$ cat src/hw/ofd_defs.svh
`ifndef OFD_DEFS_SVH
`define OFD_DEFS_SVH
// ----------------------------------------
// widths and depths
// ----------------------------------------
`define OFD_NCHAN 2
`define OFD_SAMPLE_W 14
`define OFD_THR_W 13
`define OFD_THR_HI_W 5
`define OFD_DWELL_W 16
`define OFD_NVC 8
`define OFD_CSB_W 2
`define OFD_ADDR_W 16
`define OFD_DATA_W 8
`define OFD_SAMPLE_LAT 9
// ----------------------------------------
// register offsets
// ----------------------------------------
`define OFD_ADR_UPPER_LO 16'h0247
`define OFD_ADR_UPPER_HI 16'h0248
`define OFD_ADR_LOWER_LO 16'h0249
`define OFD_ADR_LOWER_HI 16'h024A
`define OFD_ADR_DWELL_LO 16'h024B
`define OFD_ADR_DWELL_HI 16'h024C
`define OFD_ADR_OVR_CLR 16'h0562
`define OFD_ADR_OVR_STS 16'h0563
// ----------------------------------------
// reset values
// ----------------------------------------
`define OFD_RST_UPPER 13'h1FFF
`define OFD_RST_LOWER 13'h0000
`define OFD_RST_DWELL 16'h0001
`define OFD_RST_BYTE 8'h00
`define OFD_DWELL_MIN 16'h0001
`endif

$ cat src/hw/ofd_pkg.sv
`include "ofd_defs.svh"
package ofd_pkg;
    typedef struct packed {
        logic wrEn;
        logic rdEn;
        logic [`OFD_ADDR_W-1:0] addr;
        logic [`OFD_DATA_W-1:0] wdata;
    } ofd_reg_req_t;

    typedef enum logic [0:0] {
        OFD_FD_CLEAR = 1'b0,
        OFD_FD_DETECT = 1'b1
    } ofd_fd_state_t;
endpackage : ofd_pkg

$ cat src/hw/ofd_fast_detect.sv
`timescale 1ns/1ps
`default_nettype none
`include "ofd_defs.svh"
module ofd_fast_detect import ofd_pkg::*; (
    input wire logic clk_sys,
    input wire logic rst_n,
    input wire logic [`OFD_NCHAN-1:0][`OFD_SAMPLE_W-1:0] sampleIn,
    input wire logic [`OFD_NCHAN-1:0] ovrIn,
    input wire logic [`OFD_NVC-1:0] vcOvrIn,
    input wire logic [`OFD_CSB_W-1:0] ctrlBitsPerSample,
    input wire ofd_reg_req_t regReq,
    output logic [`OFD_DATA_W-1:0] regRdData,
    output logic regRdValid,
    output logic [`OFD_NCHAN-1:0][`OFD_SAMPLE_W-1:0] sampleOut,
    output logic [`OFD_NCHAN-1:0] linkCtrlBit,
    output logic fastFlagChanA,
    output logic fastFlagChanB
);
    localparam int Lat = `OFD_SAMPLE_LAT;
    localparam int Nch = `OFD_NCHAN;

    // ----------------------------------------
    // helpers
    // ----------------------------------------
    // magnitude keeps 14 bits so the most negative code reads as full scale
    function automatic logic [`OFD_SAMPLE_W-1:0] absMag(input logic [`OFD_SAMPLE_W-1:0] s);
        absMag = s[`OFD_SAMPLE_W-1] ? (~s + 1'b1) : s;
    endfunction : absMag

    function automatic logic [`OFD_SAMPLE_W-1:0] widen(input logic [`OFD_THR_W-1:0] t);
        widen = {1'b0, t};
    endfunction : widen

    // ----------------------------------------
    // register file
    // ----------------------------------------
    logic [`OFD_THR_W-1:0] upperThr_q;
    logic [`OFD_THR_W-1:0] lowerThr_q;
    logic [`OFD_DWELL_W-1:0] dwell_q;
    logic [`OFD_NVC-1:0] ovrClr_q;
    logic [`OFD_NVC-1:0] sticky_q;

    always_ff @(posedge clk_sys) begin
        if (!rst_n) begin
            upperThr_q <= `OFD_RST_UPPER;
            lowerThr_q <= `OFD_RST_LOWER;
            dwell_q <= `OFD_RST_DWELL;
            ovrClr_q <= `OFD_RST_BYTE;
        end else if (regReq.wrEn) begin
            case (regReq.addr)
                `OFD_ADR_UPPER_LO: upperThr_q[7:0] <= regReq.wdata;
                `OFD_ADR_UPPER_HI: upperThr_q[`OFD_THR_W-1:8] <= regReq.wdata[`OFD_THR_HI_W-1:0];
                `OFD_ADR_LOWER_LO: lowerThr_q[7:0] <= regReq.wdata;
                `OFD_ADR_LOWER_HI: lowerThr_q[`OFD_THR_W-1:8] <= regReq.wdata[`OFD_THR_HI_W-1:0];
                `OFD_ADR_DWELL_LO: dwell_q[7:0] <= regReq.wdata;
                `OFD_ADR_DWELL_HI: dwell_q[15:8] <= regReq.wdata;
                `OFD_ADR_OVR_CLR: ovrClr_q <= regReq.wdata;
                default: ;
            endcase
        end
    end

    // unmapped and write-only-free reads answer zero
    always_ff @(posedge clk_sys) begin
        if (!rst_n) begin
            regRdValid <= 1'b0;
            regRdData <= `OFD_RST_BYTE;
        end else begin
            regRdValid <= regReq.rdEn;
            if (regReq.rdEn) begin
                case (regReq.addr)
                    `OFD_ADR_UPPER_LO: regRdData <= upperThr_q[7:0];
                    `OFD_ADR_UPPER_HI: regRdData <= {3'h0, upperThr_q[`OFD_THR_W-1:8]};
                    `OFD_ADR_LOWER_LO: regRdData <= lowerThr_q[7:0];
                    `OFD_ADR_LOWER_HI: regRdData <= {3'h0, lowerThr_q[`OFD_THR_W-1:8]};
                    `OFD_ADR_DWELL_LO: regRdData <= dwell_q[7:0];
                    `OFD_ADR_DWELL_HI: regRdData <= dwell_q[15:8];
                    `OFD_ADR_OVR_CLR: regRdData <= ovrClr_q;
                    `OFD_ADR_OVR_STS: regRdData <= sticky_q;
                    default: regRdData <= `OFD_RST_BYTE;
                endcase
            end
        end
    end

    // ----------------------------------------
    // sticky overrange per virtual converter
    // ----------------------------------------
    // clear is level sensitive while the bit is one; a new event still wins
    always_ff @(posedge clk_sys) begin
        if (!rst_n) begin
            sticky_q <= `OFD_RST_BYTE;
        end else begin
            sticky_q <= (sticky_q & ~ovrClr_q) | vcOvrIn;
        end
    end

    // ----------------------------------------
    // sample and overrange alignment
    // ----------------------------------------
    logic [Nch-1:0][Lat-2:0][`OFD_SAMPLE_W-1:0] sampleDly_q;
    logic [Nch-1:0][Lat-2:0] ovrDly_q;
    logic csbOn;

    assign csbOn = (ctrlBitsPerSample != '0);

    always_ff @(posedge clk_sys) begin
        if (!rst_n) begin
            sampleDly_q <= '0;
            ovrDly_q <= '0;
            sampleOut <= '0;
            linkCtrlBit <= '0;
        end else begin
            for (int c = 0; c < Nch; c++) begin
                sampleDly_q[c][0] <= sampleIn[c];
                ovrDly_q[c][0] <= ovrIn[c];
                for (int k = 1; k < Lat - 1; k++) begin
                    sampleDly_q[c][k] <= sampleDly_q[c][k-1];
                    ovrDly_q[c][k] <= ovrDly_q[c][k-1];
                end
                sampleOut[c] <= sampleDly_q[c][Lat-2];
                linkCtrlBit[c] <= ovrDly_q[c][Lat-2] & csbOn;
            end
        end
    end

    // ----------------------------------------
    // fast detect, two comparators (upper and lower) per channel
    // ----------------------------------------
    logic [Nch-1:0][`OFD_SAMPLE_W-1:0] magQ;
    logic [Nch-1:0][`OFD_SAMPLE_W-1:0] lateMag;
    logic [Nch-1:0] aboveUp;
    logic [Nch-1:0] belowLow;
    logic [Nch-1:0][`OFD_DWELL_W-1:0] dwellCnt_q;
    ofd_fd_state_t fdState_q [Nch];
    logic [`OFD_DWELL_W-1:0] dwellLim;

    // zero is out of range; treated as the shortest dwell
    assign dwellLim = (dwell_q == '0) ? `OFD_DWELL_MIN : dwell_q;

    always_ff @(posedge clk_sys) begin
        if (!rst_n) begin
            magQ <= '0;
        end else begin
            for (int c = 0; c < Nch; c++) begin
                magQ[c] <= absMag(sampleIn[c]);
            end
        end
    end

    // upper path uses the early magnitude for latency; lower path the aligned one
    always_comb begin
        for (int c = 0; c < Nch; c++) begin
            lateMag[c] = absMag(sampleDly_q[c][Lat-2]);
            aboveUp[c] = magQ[c] > widen(upperThr_q);
            belowLow[c] = lateMag[c] < widen(lowerThr_q);
        end
    end

    always_ff @(posedge clk_sys) begin
        if (!rst_n) begin
            for (int c = 0; c < Nch; c++) begin
                fdState_q[c] <= OFD_FD_CLEAR;
                dwellCnt_q[c] <= '0;
            end
        end else begin
            for (int c = 0; c < Nch; c++) begin
                unique case (fdState_q[c])
                    OFD_FD_CLEAR: begin
                        dwellCnt_q[c] <= '0;
                        if (aboveUp[c]) begin
                            fdState_q[c] <= OFD_FD_DETECT;
                        end
                    end
                    OFD_FD_DETECT: begin
                        if (aboveUp[c] || !belowLow[c]) begin
                            dwellCnt_q[c] <= '0;
                        end else if (dwellCnt_q[c] >= dwellLim) begin
                            fdState_q[c] <= OFD_FD_CLEAR;
                            dwellCnt_q[c] <= '0;
                        end else begin
                            dwellCnt_q[c] <= dwellCnt_q[c] + 1'b1;
                        end
                    end
                endcase
            end
        end
    end

    assign fastFlagChanA = (fdState_q[0] == OFD_FD_DETECT);
    assign fastFlagChanB = (fdState_q[1] == OFD_FD_DETECT);

    // ----------------------------------------
    // checks
    // ----------------------------------------
    logic [Nch-1:0] fdFlag;
    logic [3:0] warm_q;

    assign fdFlag = {fastFlagChanB, fastFlagChanA};

    always_ff @(posedge clk_sys) begin
        if (!rst_n) begin
            warm_q <= '0;
        end else if (warm_q != 4'hF) begin
            warm_q <= warm_q + 1'b1;
        end
    end

    for (genvar g = 0; g < Nch; g++) begin : g_chk

    end
endmodule : ofd_fast_detect
`default_nettype wire

$ cat config.mk
export PLATFORM = sky130hd
export DESIGN_NAME = ofd_fast_detect
export DESIGN_NICKNAME = d
export VERILOG_FILES = /design/src/hw/ofd_pkg.sv /design/src/hw/ofd_fast_detect.sv
export VERILOG_INCLUDE_DIRS = /design/src /design/src/hw
export SDC_FILE = /design/constraint.sdc
export NUM_CORES = 1
export LEC_CHECK = 0
export ABC_AREA = 0
export BUFFER_PORTS_ARGS = -buffer_cell sky130_fd_sc_hd__clkbuf_2
export CAP_MARGIN = 15
export CORE_MARGIN = 1.5
export CORE_UTILIZATION = 50
export CTS_BUF_LIST = sky130_fd_sc_hd__clkbuf_4 sky130_fd_sc_hd__clkbuf_8 sky130_fd_sc_hd__clkbuf_16
export DETAILED_ROUTE_END_ITERATION = 6
export HOLD_SLACK_MARGIN = 0.06
export PLACE_DENSITY = 0.72
export SETUP_SLACK_MARGIN = 0.4
export SYNTH_ARGS = -nofsm -noshare
export SYNTH_HDL_FRONTEND = slang
export SYNTH_SLANG_ARGS = --single-unit
$ cat constraint.sdc
create_clock -name clk_sys -period 3.3 [get_ports clk_sys]
set_clock_uncertainty 0.1 [all_clocks]
set_input_delay 0.165 -clock clk_sys [delete_from_list [all_inputs] [get_ports clk_sys]]
set_output_delay 0.165 -clock clk_sys [all_outputs]
set_load 0.05 [all_outputs]
==> results.toml, run 1 <==
[synth]
synth_area_leaders = "dfxtp_1, and2_1, ha_1"
synth_edf_count = 1
avgSynthCellArea_sq_um = 10.0
netlist.area_leader.share_pct = 51.8
syn-cell-area_sq_um = 15300
synth.largest_area_cell = "dfxtp_1"
netlist-cell-type-count = 68
ys_seq_area_share_pct = 52.0
synth_top_flop_cell = "dfxtp_1"
syn_inst = 1529
ys_warn_count = 0
synthArstFlopShare_pct = 0
synth.ff_latch_count = 397
syn_nets = 1685

[routing]
dr_total_vias = 10752
first_pass_iters = 5
viasPerCell = 5.10
drtAntennaViolNets = 0
drt-wirelength-per-cell_microns = 15.3
drt_iter0_markers = 607
routed_wl_microns = 32300
remaining_drc_errors = 0

[grt]
overflow = 0
grt_pass1_wl_microns = 51700
grt_max_degree = 360
grt_antenna_before_repair = 0
grtUsageTotal_pct = 20.5
grt_pass1_vias = 10611

[floorplan]
top_level_ports = 109
die-area_sq_um = 31600
die_width_microns = 178
core_area_sq_um = 29900
initial_core_util_pct = 51.2
std_cell_rows = 63
die_h_microns = 178

[clocking]
clock-sinks = 397
cts_tree = "done"
cts_made_buffers = 40
clockRootBuffer = "clkbuf_16"
cts_buffer_depth = 3
htree_levels = 2
clk_latency_ns = 0.54
clkTransAtPathRegs_ns = 0.06

[sta]
setup_viol = 0
drv_slew = 0
hold_viol = 0
layout_setup_ws_ns = 0.245
tightest_slew_ns = 1.14
tns_ns = 0
rsz0062_at_grt = "yes"
fmax_mhz = 327
finalCriticalPeriod_ns = 3.05
maxSlewHeadroom_pct = 23.9
finalCritPeriodShare_pct = 92.6

[critical_path]
cpPeakStageDelay_ns = 0.36
start_kind = "flip-flop"
cp_slowest_cell = "a2111o_1"
critical_path_depth = 11
r2r_setup_slack_ns = 0.25
cp.required_ns = 3.50
crit_end = "fdState_q[0]"
setup.worst_path.class = "reg2reg"
startpoint = "sampleDly_q[104]"
cp.arrival_ns = 3.25
reg2regPathDepth = 11
path_max_fanout = 5
r2r_end = "fdState_q[0]"
worstPathCellList = "nor4_4, nand3b_1, o31ai_4, xnor2_1, ha_1, a21oi_1, nor2b_1, a2111o_1, a311oi_2, nand3_1, a32o_1"
endpoint_kind = "flip-flop"
rr_startpoint = "sampleDly_q[104]"
critPathTopFamily = "compound AO/OA/AOI/OAI gates"
path_buf_inv = 0

[layout]
insertedDiodeCount = 0
nets = 1845
layout_commonest_cell = "dfxtp_1"
syn_to_final_growth_pct = 20.4
fin_cells = 2110
final_util_pct = 61.6
layout-drive-gt1-share_pct = 14.4
final_cell_mix = "dfxtp_1, and2_1, clkbuf_2"

[power_and_ir_drop]
irDropWorstVdd_uv = 470
seqPwrFrac_pct = 49.3
p_sw_share_pct = 21.1
clkPwrFrac_pct = 46.5
power.density_nw_per_um2 = 541
p_comb_share_pct = 4.1
p_int_mw = 7.86
leakagePower_nw = 7.88
p_switching_mw = 2.10

[place]
gp_congestion = 0.880
hpwl_microns = 21900
post-place-ws_ns = 0.0521
post-place-cells = 1975
portBuffers = 108

[worst_hold_path]
min_from = "ctrlBitsPerSample[0]"
hold_class = "in2reg"

[job]
cap_violations = 0

[run_status]
run_status = "finished clean"
[cells in the mapped netlist (6+ instances only)]
cell,n
nand4_1,9
xnor2_1,53
nand3_1,52
inv_1,63
mux2i_1,27
a22oi_1,13
xor2_1,18
dfxtp_1,396
a21boi_1,18
a21oi_1,22
and3_1,9
a21o_1,14
and4_1,6
nor4_1,8
clkbuf_1,51
and2_1,292
ha_1,88
a211oi_1,6
nand2b_1,13
nor2_1,62
a31oi_1,7
o21a_1,12
o21ai_0,30
nor2b_1,39
o21ai_1,11
nor3_1,12
o31ai_1,18
nand2_1,104
[kinds of logic (layout without fill, tap and decap cells)]
group | after synthesis | count (layout) | share of synthesized area, %
AO/OA/AOI/OAI | 187 | 187 | 8.43
adder cells (fa/ha/maj) | 88 | 88 | 7.20
XOR/XNOR | 71 | 71 | 4.07
buffers and inverters | 123 | 314 | 3.12
AND/OR/NAND/NOR | 636 | 636 | 23.4
flip-flops | 397 | 397 | 52.0
multiplexers | 27 | 27 | 1.77
[worst min-delay path, cell delays in order]
cell and delay [ns]:
clkbuf_2 0.07, o21ai_0 0.28, nor2_1 0.16
[registers in the layout, summed over array words and instances, names as in the netlist, 8 cells and up]
register     count
sampleDly_q    224
dwellCnt_q      32
sampleOut       28
magQ            26
dwell_q         16
ovrDly_q        16
lowerThr_q      13
upperThr_q      13
ovrClr_q         8
regRdData        8
sticky_q         8
[area by class of cell]
type | instances | area, sq um
clock buffer | 64 | 1240
tap | 390 | 488
multi-input combinational | 1009 | 7070
inverter | 63 | 236
clock inverter | 9 | 159
timing repair buffer | 178 | 1230
fill | 2428 | 11500
sequential | 397 | 7980
[how the worst min path moves through the flow]
stage | slack (ns) | depth (start not counted) | endpoint
after floorplan | 0.14 | 1 | magQ[27]
final | 0.09 | 3 | linkCtrlBit[0]
after CTS | 0.08 | 7 | regRdData[0]
after detailed placement | 0.27 | 2 | ovrDly_q[8]
after global placement | 0.27 | 2 | ovrDly_q[8]
after global routing | 0.13 | 7 | regRdData[0]
[routing by layer]
layer	vias up	track usage, %	share of wire, %
li1	5430	-	-
met1	5013	25.7	45
met2	241	34.8	47
met3	68	3.64	4.5
met4	0	8.05	2.8
met5	-	0	0
[power by group through the flow]
stage / Clock (mW) / Combinational [mW] / Sequential [mW]
after CTS: 4.73 / 0.406 / 4.91
after global placement: 0 / 0.349 / 5.02
final: 4.64 / 0.410 / 4.91
after global routing: 4.93 / 0.451 / 4.92
after detailed placement: 0 / 0.355 / 5.02
after floorplan: 0 / 0.211 / 5.03
[metrics by stage]
| stage | hold slack, ns | instance area (sq um) | power (mW) |
|---|---|---|---|
| 5_1_grt | 0.128 | 18400 | 10.3 |
| 3_3_place_gp | 0.270 | 16200 | 5.37 |
| 3_5_place_dp | 0.274 | 16200 | 5.38 |
| 6_report | 0.0856 | 18400 | 9.96 |
| 4_1_cts | 0.0803 | 18200 | 10.0 |
| 2_1_floorplan | 0.141 | 15300 | 5.24 |
[timing repair]
action | in CTS | in global routing
setup endpoints to repair | 34 | 34
hold buffers | 55 | 0
setup buffers | 3 | 3
cloned | 0 | 1
gates resized for setup | 21 | 43
pin swaps | 12 | 25
hold endpoints to repair | 123 | 0
No activity file was read; power rests on OpenSTA's default activity.
==> run 2, diff against run 1 <==
--- a/config.mk
+++ b/config.mk
@@ -14,7 +14,7 @@
 export CTS_BUF_LIST = sky130_fd_sc_hd__clkbuf_4 sky130_fd_sc_hd__clkbuf_8 sky130_fd_sc_hd__clkbuf_16
 export DETAILED_ROUTE_END_ITERATION = 6
 export HOLD_SLACK_MARGIN = 0.06
-export PLACE_DENSITY = 0.72
+export PLACE_DENSITY = 0.65
 export SETUP_SLACK_MARGIN = 0.4
 export SYNTH_ARGS = -nofsm -noshare
 export SYNTH_HDL_FRONTEND = slang
==> constraint.sdc (replaced) <==
create_clock -name clk_sys -period 3.65 [get_ports clk_sys]
set_clock_uncertainty 0.1 [all_clocks]
set_input_delay 0.1825 -clock clk_sys [delete_from_list [all_inputs] [get_ports clk_sys]]
set_output_delay 0.1825 -clock clk_sys [all_outputs]
set_load 0.05 [all_outputs]
==> run 2 against run 1 <==
  * Via count decreased by 1.8%
  * Clock power decreased by 9.5%
  * Largest power group unchanged
  * Die area unchanged
  * Critical path type is now in2reg
  * Worst setup slack improved by 0.32 ns
  * First-iteration DRC count increased by 20%
==> results.toml, run 2 (synthesis results as in run 1) <==
[sta]
fmax_mhz = 325
finalCriticalPeriod_ns = 3.08
rsz0062_at_grt = "yes"
finalCritPeriodShare_pct = 84.4
tns_ns = 0
layout_setup_ws_ns = 0.569
maxSlewHeadroom_pct = 25.1
hold_viol = 0
tightest_slew_ns = 1.12
drv_slew = 0
setup_viol = 0

[power_and_ir_drop]
leakagePower_nw = 7.82
seqPwrFrac_pct = 49.3
p_comb_share_pct = 4.1
p_switching_mw = 1.90
clkPwrFrac_pct = 46.6
p_sw_share_pct = 21.1
p_int_mw = 7.11
irDropWorstVdd_uv = 398
power.density_nw_per_um2 = 496

[critical_path]
endpoint_kind = "flip-flop"
setup.worst_path.class = "in2reg"
cp.required_ns = 3.98
critPathTopFamily = "simple AND/OR/NAND/NOR gates"
cp_slowest_cell = "dlygate4sd3_1"
r2r_end = "fdState_q[0]"
path_buf_inv = 4
rr_startpoint = "sampleDly_q[105]"
reg2regPathDepth = 11
start_kind = "primary input"
r2r_setup_slack_ns = 0.61
cpPeakStageDelay_ns = 0.57
cp.arrival_ns = 3.41
worstPathCellList = "dlygate4sd3_1, clkbuf_2, or4b_1, nor3_2, buf_4, and3_1, nand2_1, nand2_1, a21boi_1, dlygate4sd3_1"
path_max_fanout = 12

[routing]
first_pass_iters = 7
m1WireLength_microns = 15100
drtAntennaViolNets = 0
dr_total_vias = 10554
remaining_drc_errors = 0
met2WireLength_microns = 14600
routed_wl_microns = 32000
met3_length_microns = 1640
viasPerCell = 5.02
drt-wirelength-per-cell_microns = 15.2
drt_iter0_markers = 726
dr.max_layer_used = "met4"

[clocking]
post_cts_buffers = 0
clkTransAtPathRegs_ns = 0.06
clk_latency_ns = 0.54
cts_tree = "done"
htree_levels = 2
clockRootBuffer = "clkbuf_16"
clock-sinks = 397
cts_buffer_depth = 3
cts_made_buffers = 41

[layout]
nets = 1841
layout_commonest_cell = "dfxtp_1"
largest_register_ffs = 224
insertedDiodeCount = 0
top_register = "sampleDly_q"
final_cell_mix = "dfxtp_1, and2_1, clkbuf_2"
layout-drive-gt1-share_pct = 11.8
syn_to_final_growth_pct = 18.8
top_regs = "sampleDly_q (224), dwellCnt_q (32), sampleOut (28)"

[worst_hold_path]
hold_class = "in2reg"
hold_path_end = "linkCtrlBit[1]"
min_from = "ctrlBitsPerSample[0]"
hold_depth = 3

[grt]
grt_pass1_wl_microns = 51100
grtUsageTotal_pct = 20.4
overflow = 0
grt_antenna_before_repair = 0
grt_pass1_vias = 9918
grt_max_degree = 307

[job]
cap_violations = 0

[place]
gp_congestion = 0.861
post-place-ws_ns = 0.292
hpwl_microns = 22100
portBuffers = 108

[floorplan]
core_area_sq_um = 29900
initial_core_util_pct = 51.2
die_width_microns = 178
top_level_ports = 109
die_h_microns = 178
std_cell_rows = 63
die-area_sq_um = 31600

[run_status]
run_status = "finished clean"
## run 2: area by class of cell
type,count,area (sq um)
Sequential cell,397,7960
Multi-Input combinational cell,1009,6900
Clock inverter,10,176
Fill cell,2514,11700
Timing Repair Buffer,173,1190
Tap cell,390,488
Inverter,63,236
Clock buffer,60,1210
## run 2: worst max-delay path by stage
stage / startpoint / to / cells past startpoint
2_1_floorplan: sampleDly_q[98] / dwellCnt_q[10] / 12
3_3_place_gp: sampleDly_q[98] / fdState_q[0] / 11
3_5_place_dp: sampleDly_q[98] / fdState_q[0] / 11
4_1_cts: sampleDly_q[98] / fdState_q[0] / 11
5_1_grt: sampleDly_q[99] / fdState_q[0] / 14
6_report: regReq[16] / lowerThr_q[6] / 10
## run 2: repair_timing
item                       CTS  global route
hold buffers                57             0
cloned                       0             0
pin swaps                    0             3
gates resized for setup      2             8
hold endpoints to repair   154             0
setup endpoints to repair    5            24
## run 2: metal layers
layer | GRT usage (%) | vias to the layer above
met5 | 0 | -
met4 | 5.85 | 0
met3 | 4.01 | 52
met2 | 33.3 | 242
met1 | 27.2 | 4844
li1 | - | 5416
## run 2: power groups by stage
stage,clock network (mW),logic (mW),registers (mW)
6_report,4.20,0.370,4.44
2_1_floorplan,0,0.191,4.55
3_5_place_dp,0,0.324,4.54
5_1_grt,4.48,0.407,4.45
3_3_place_gp,0,0.319,4.54
4_1_cts,4.29,0.369,4.44
## run 2: worst reg2reg max path: cells and delay by family (launching register included)
family	cells	cell delay, ns
AOI/OAI and AO/OA	4	1.12
and+or+nand+nor	5	0.83
DFF	1	0.35
adders and majority gates	1	0.26
xor gates and xnor gates	1	0.15
## run 2: metrics by stage
| stage | std cells | cell area (sq um) | utilization, % | power [mW] | hold WS [ns] |
|---|---|---|---|---|---|
| after floorplan | 1529 | 15300 | - | 4.74 | 0.159 |
| after global placement | 1975 | 16200 | 54.1 | 4.86 | 0.288 |
| after detailed placement | 1975 | 16200 | 54.1 | 4.86 | 0.292 |
| after CTS | 2102 | 18100 | 60.7 | 9.10 | 0.0866 |
| after global routing | 2102 | 18200 | 60.8 | 9.33 | 0.0983 |
| final | 2102 | 18200 | 60.8 | 9.01 | 0.0773 |
==> run 3, diff against run 2 <==
==> constraint.sdc (replaced) <==
create_clock -name clk_sys -period 3.1 [get_ports clk_sys]
set_clock_uncertainty 0.1 [all_clocks]
set_input_delay 0.155 -clock clk_sys [delete_from_list [all_inputs] [get_ports clk_sys]]
set_output_delay 0.155 -clock clk_sys [all_outputs]
set_load 0.05 [all_outputs]
==> run 3 against run 2 <==
  * The run now ends with setup timing left
  * Register-to-register slack lost 0.62 ns
  * Flip-flop and latch count is the same
  * Worst hold slack lost 0.030 ns
  * Non-clock buffer count grew 15
  * Critical path depth grew 3
  * Sequential power grew 18%
  * Core utilization grew 1.6 points
  * Die area is the same
==> results.toml, run 3 (synthesis results as in run 1) <==
[layout]
nets = 1855
final_cell_mix = "dfxtp_1, and2_1, clkbuf_2"
design_area_sq_um = 18600
n_fill_cell = 2491
regArea_sq_um = 7980
layout_commonest_cell = "dfxtp_1"
layout-drive-gt1-share_pct = 15.7
multi_input_area_sq_um = 7200
insertedDiodeCount = 0
top_regs = "sampleDly_q (224), dwellCnt_q (32), sampleOut (28)"
syn_to_final_growth_pct = 21.8
largest_register_ffs = 224
top_register = "sampleDly_q"

[sta]
finalCritPeriodShare_pct = 100
fmax_mhz = 322
tns_ns = -0.00899
finalCriticalPeriod_ns = 3.11
maxSlewHeadroom_pct = 48.3
layout_setup_ws_ns = -0.00899
drv_slew = 0
tightest_slew_ns = 0.768
rsz0062_at_grt = "yes"
hold_viol = 0
setup_viol = 1

[power_and_ir_drop]
p_comb_share_pct = 4.2
clkPwrFrac_pct = 46.3
power_mw = 10.6
p_switching_mw = 2.25
p_int_mw = 8.31
irDropWorstVdd_uv = 461
power.density_nw_per_um2 = 567
p_sw_share_pct = 21.3
leakagePower_nw = 7.94
seqPwrFrac_pct = 49.5

[worst_hold_path]
hold_class = "in2reg"
min_from = "ctrlBitsPerSample[0]"
hold_depth = 3
hold_path_end = "linkCtrlBit[0]"

[routing]
remaining_drc_errors = 0
drt-wirelength-per-cell_microns = 15.3
viasPerCell = 5.07
routed_wl_microns = 32500
drtAntennaViolNets = 0
first_pass_iters = 5
dr_total_vias = 10749
drt_iter0_markers = 627

[critical_path]
setup.worst_path.class = "reg2reg"
r2r_setup_slack_ns = -0.009
start_kind = "flip-flop"
cp.arrival_ns = 3.48
startpoint = "sampleDly_q[100]"
reg2regPathDepth = 13
rr_startpoint = "sampleDly_q[100]"
r2r_end = "dwellCnt_q[10]"
endpoint_kind = "flip-flop"
path_max_fanout = 8
cp.required_ns = 3.47

[floorplan]
initial_core_util_pct = 51.2
die_h_microns = 178
die-area_sq_um = 31600
die_width_microns = 178
std_cell_rows = 63
top_level_ports = 109
core_area_sq_um = 29900

[clocking]
clockRootBuffer = "clkbuf_16"
htree_levels = 2
clock-sinks = 397
clk_latency_ns = 0.53
cts_made_buffers = 40
clkTransAtPathRegs_ns = 0.06
cts_buffer_depth = 3
cts_tree = "done"

[place]
gp_congestion = 0.877
placed_area_sq_um = 16200
portBuffers = 108
hpwl_microns = 22300

[grt]
grt_antenna_before_repair = 0
overflow = 0
grtUsageTotal_pct = 20.9
grt_pass1_wl_microns = 52300
use_met2_pct = 34.0
grt_util_met3_pct = 3.73
grtUsageMet1_pct = 27.7
grt_busiest_layer = "met2"
grt_pass1_vias = 10493
grt_max_degree = 229

[job]
cap_violations = 0

[run_status]
run_status = "finished with violations"
violations = "setup timing"
-- run 3: cell count changes in the layout (fill, tap and decap cells not counted), sizes merged --
cell | before | now
clkinv | 6 | 10
clkbuf | 168 | 162
buf | 8 | 25
clkinvlp | 0 | 4
dlygate4sd3 | 57 | 55
inv | 64 | 65
-- run 3: how the worst max path moves through the flow --
stage | end | slack, ns | cells past startpoint
global route | dwellCnt_q[10] | -0.09 | 13
CTS | fdState_q[0] | 0.08 | 11
floorplan | fdState_q[0] | 0.28 | 11
global placement | fdState_q[0] | 0.11 | 11
finish | dwellCnt_q[10] | -0.009 | 13
detailed placement | fdState_q[0] | -0.001 | 11
-- run 3: timing repair --
action                                  in CTS  in global routing
gates resized for setup                     27                 68
cloned                                       1                  1
hold buffers                                55                  0
setup buffers                                7                  2
endpoints found under the hold margin      137                  0
endpoints found under the setup margin      34                 35
pin swaps                                   28                 18
-- run 3: power groups by stage --
stage               combinational (mW)  sequential, mW  clock, mW
finish                           0.439            5.23       4.89
CTS                              0.437            5.23       5.02
floorplan                        0.225            5.35          0
global route                     0.485            5.23       5.21
detailed placement               0.383            5.35          0
global placement                 0.379            5.34          0
-- run 3: per-stage QoR --
step | hold WS [ns] | setup WS, ns | util (%) | instances
after floorplan | 0.131 | 0.280 | - | 1529
after global placement | 0.265 | 0.109 | 54.4 | 1981
after detailed placement | 0.266 | -0.00145 | 54.4 | 1981
after CTS | 0.0682 | 0.0750 | 61.4 | 2117
after global routing | 0.136 | -0.0918 | 62.4 | 2120
final | 0.0470 | -0.00899 | 62.4 | 2120
-- run 3: cell type report --
type	count	share of cell area (%)
clock buffers	54	6.21
flip-flops and latches	397	42.8
multi-input cells	1009	38.6
clock inverters	19	1.25
inverters	63	1.27
repair buffers	188	7.17
well taps	390	2.62
-- run 3: layer usage --
layer	wire length (microns)	share of wire, %
met5	0	0
met4	808	2.5
met3	1810	5.6
met2	14900	46
met1	15000	46
-- run 3: critical path, cell delays in order, from the launching register on --
cell and delay [ns]:
dfxtp_2 0.36, nor4_4 0.30, nand3b_1 0.14, o31ai_2 0.24, xnor2_1 0.11, ha_1 0.34, a21oi_2 0.16, nor2b_1 0.07
a2111o_1 0.35, a311oi_2 0.24, buf_4 0.16, nand3b_1 0.15, buf_4 0.22, nor2_1 0.10
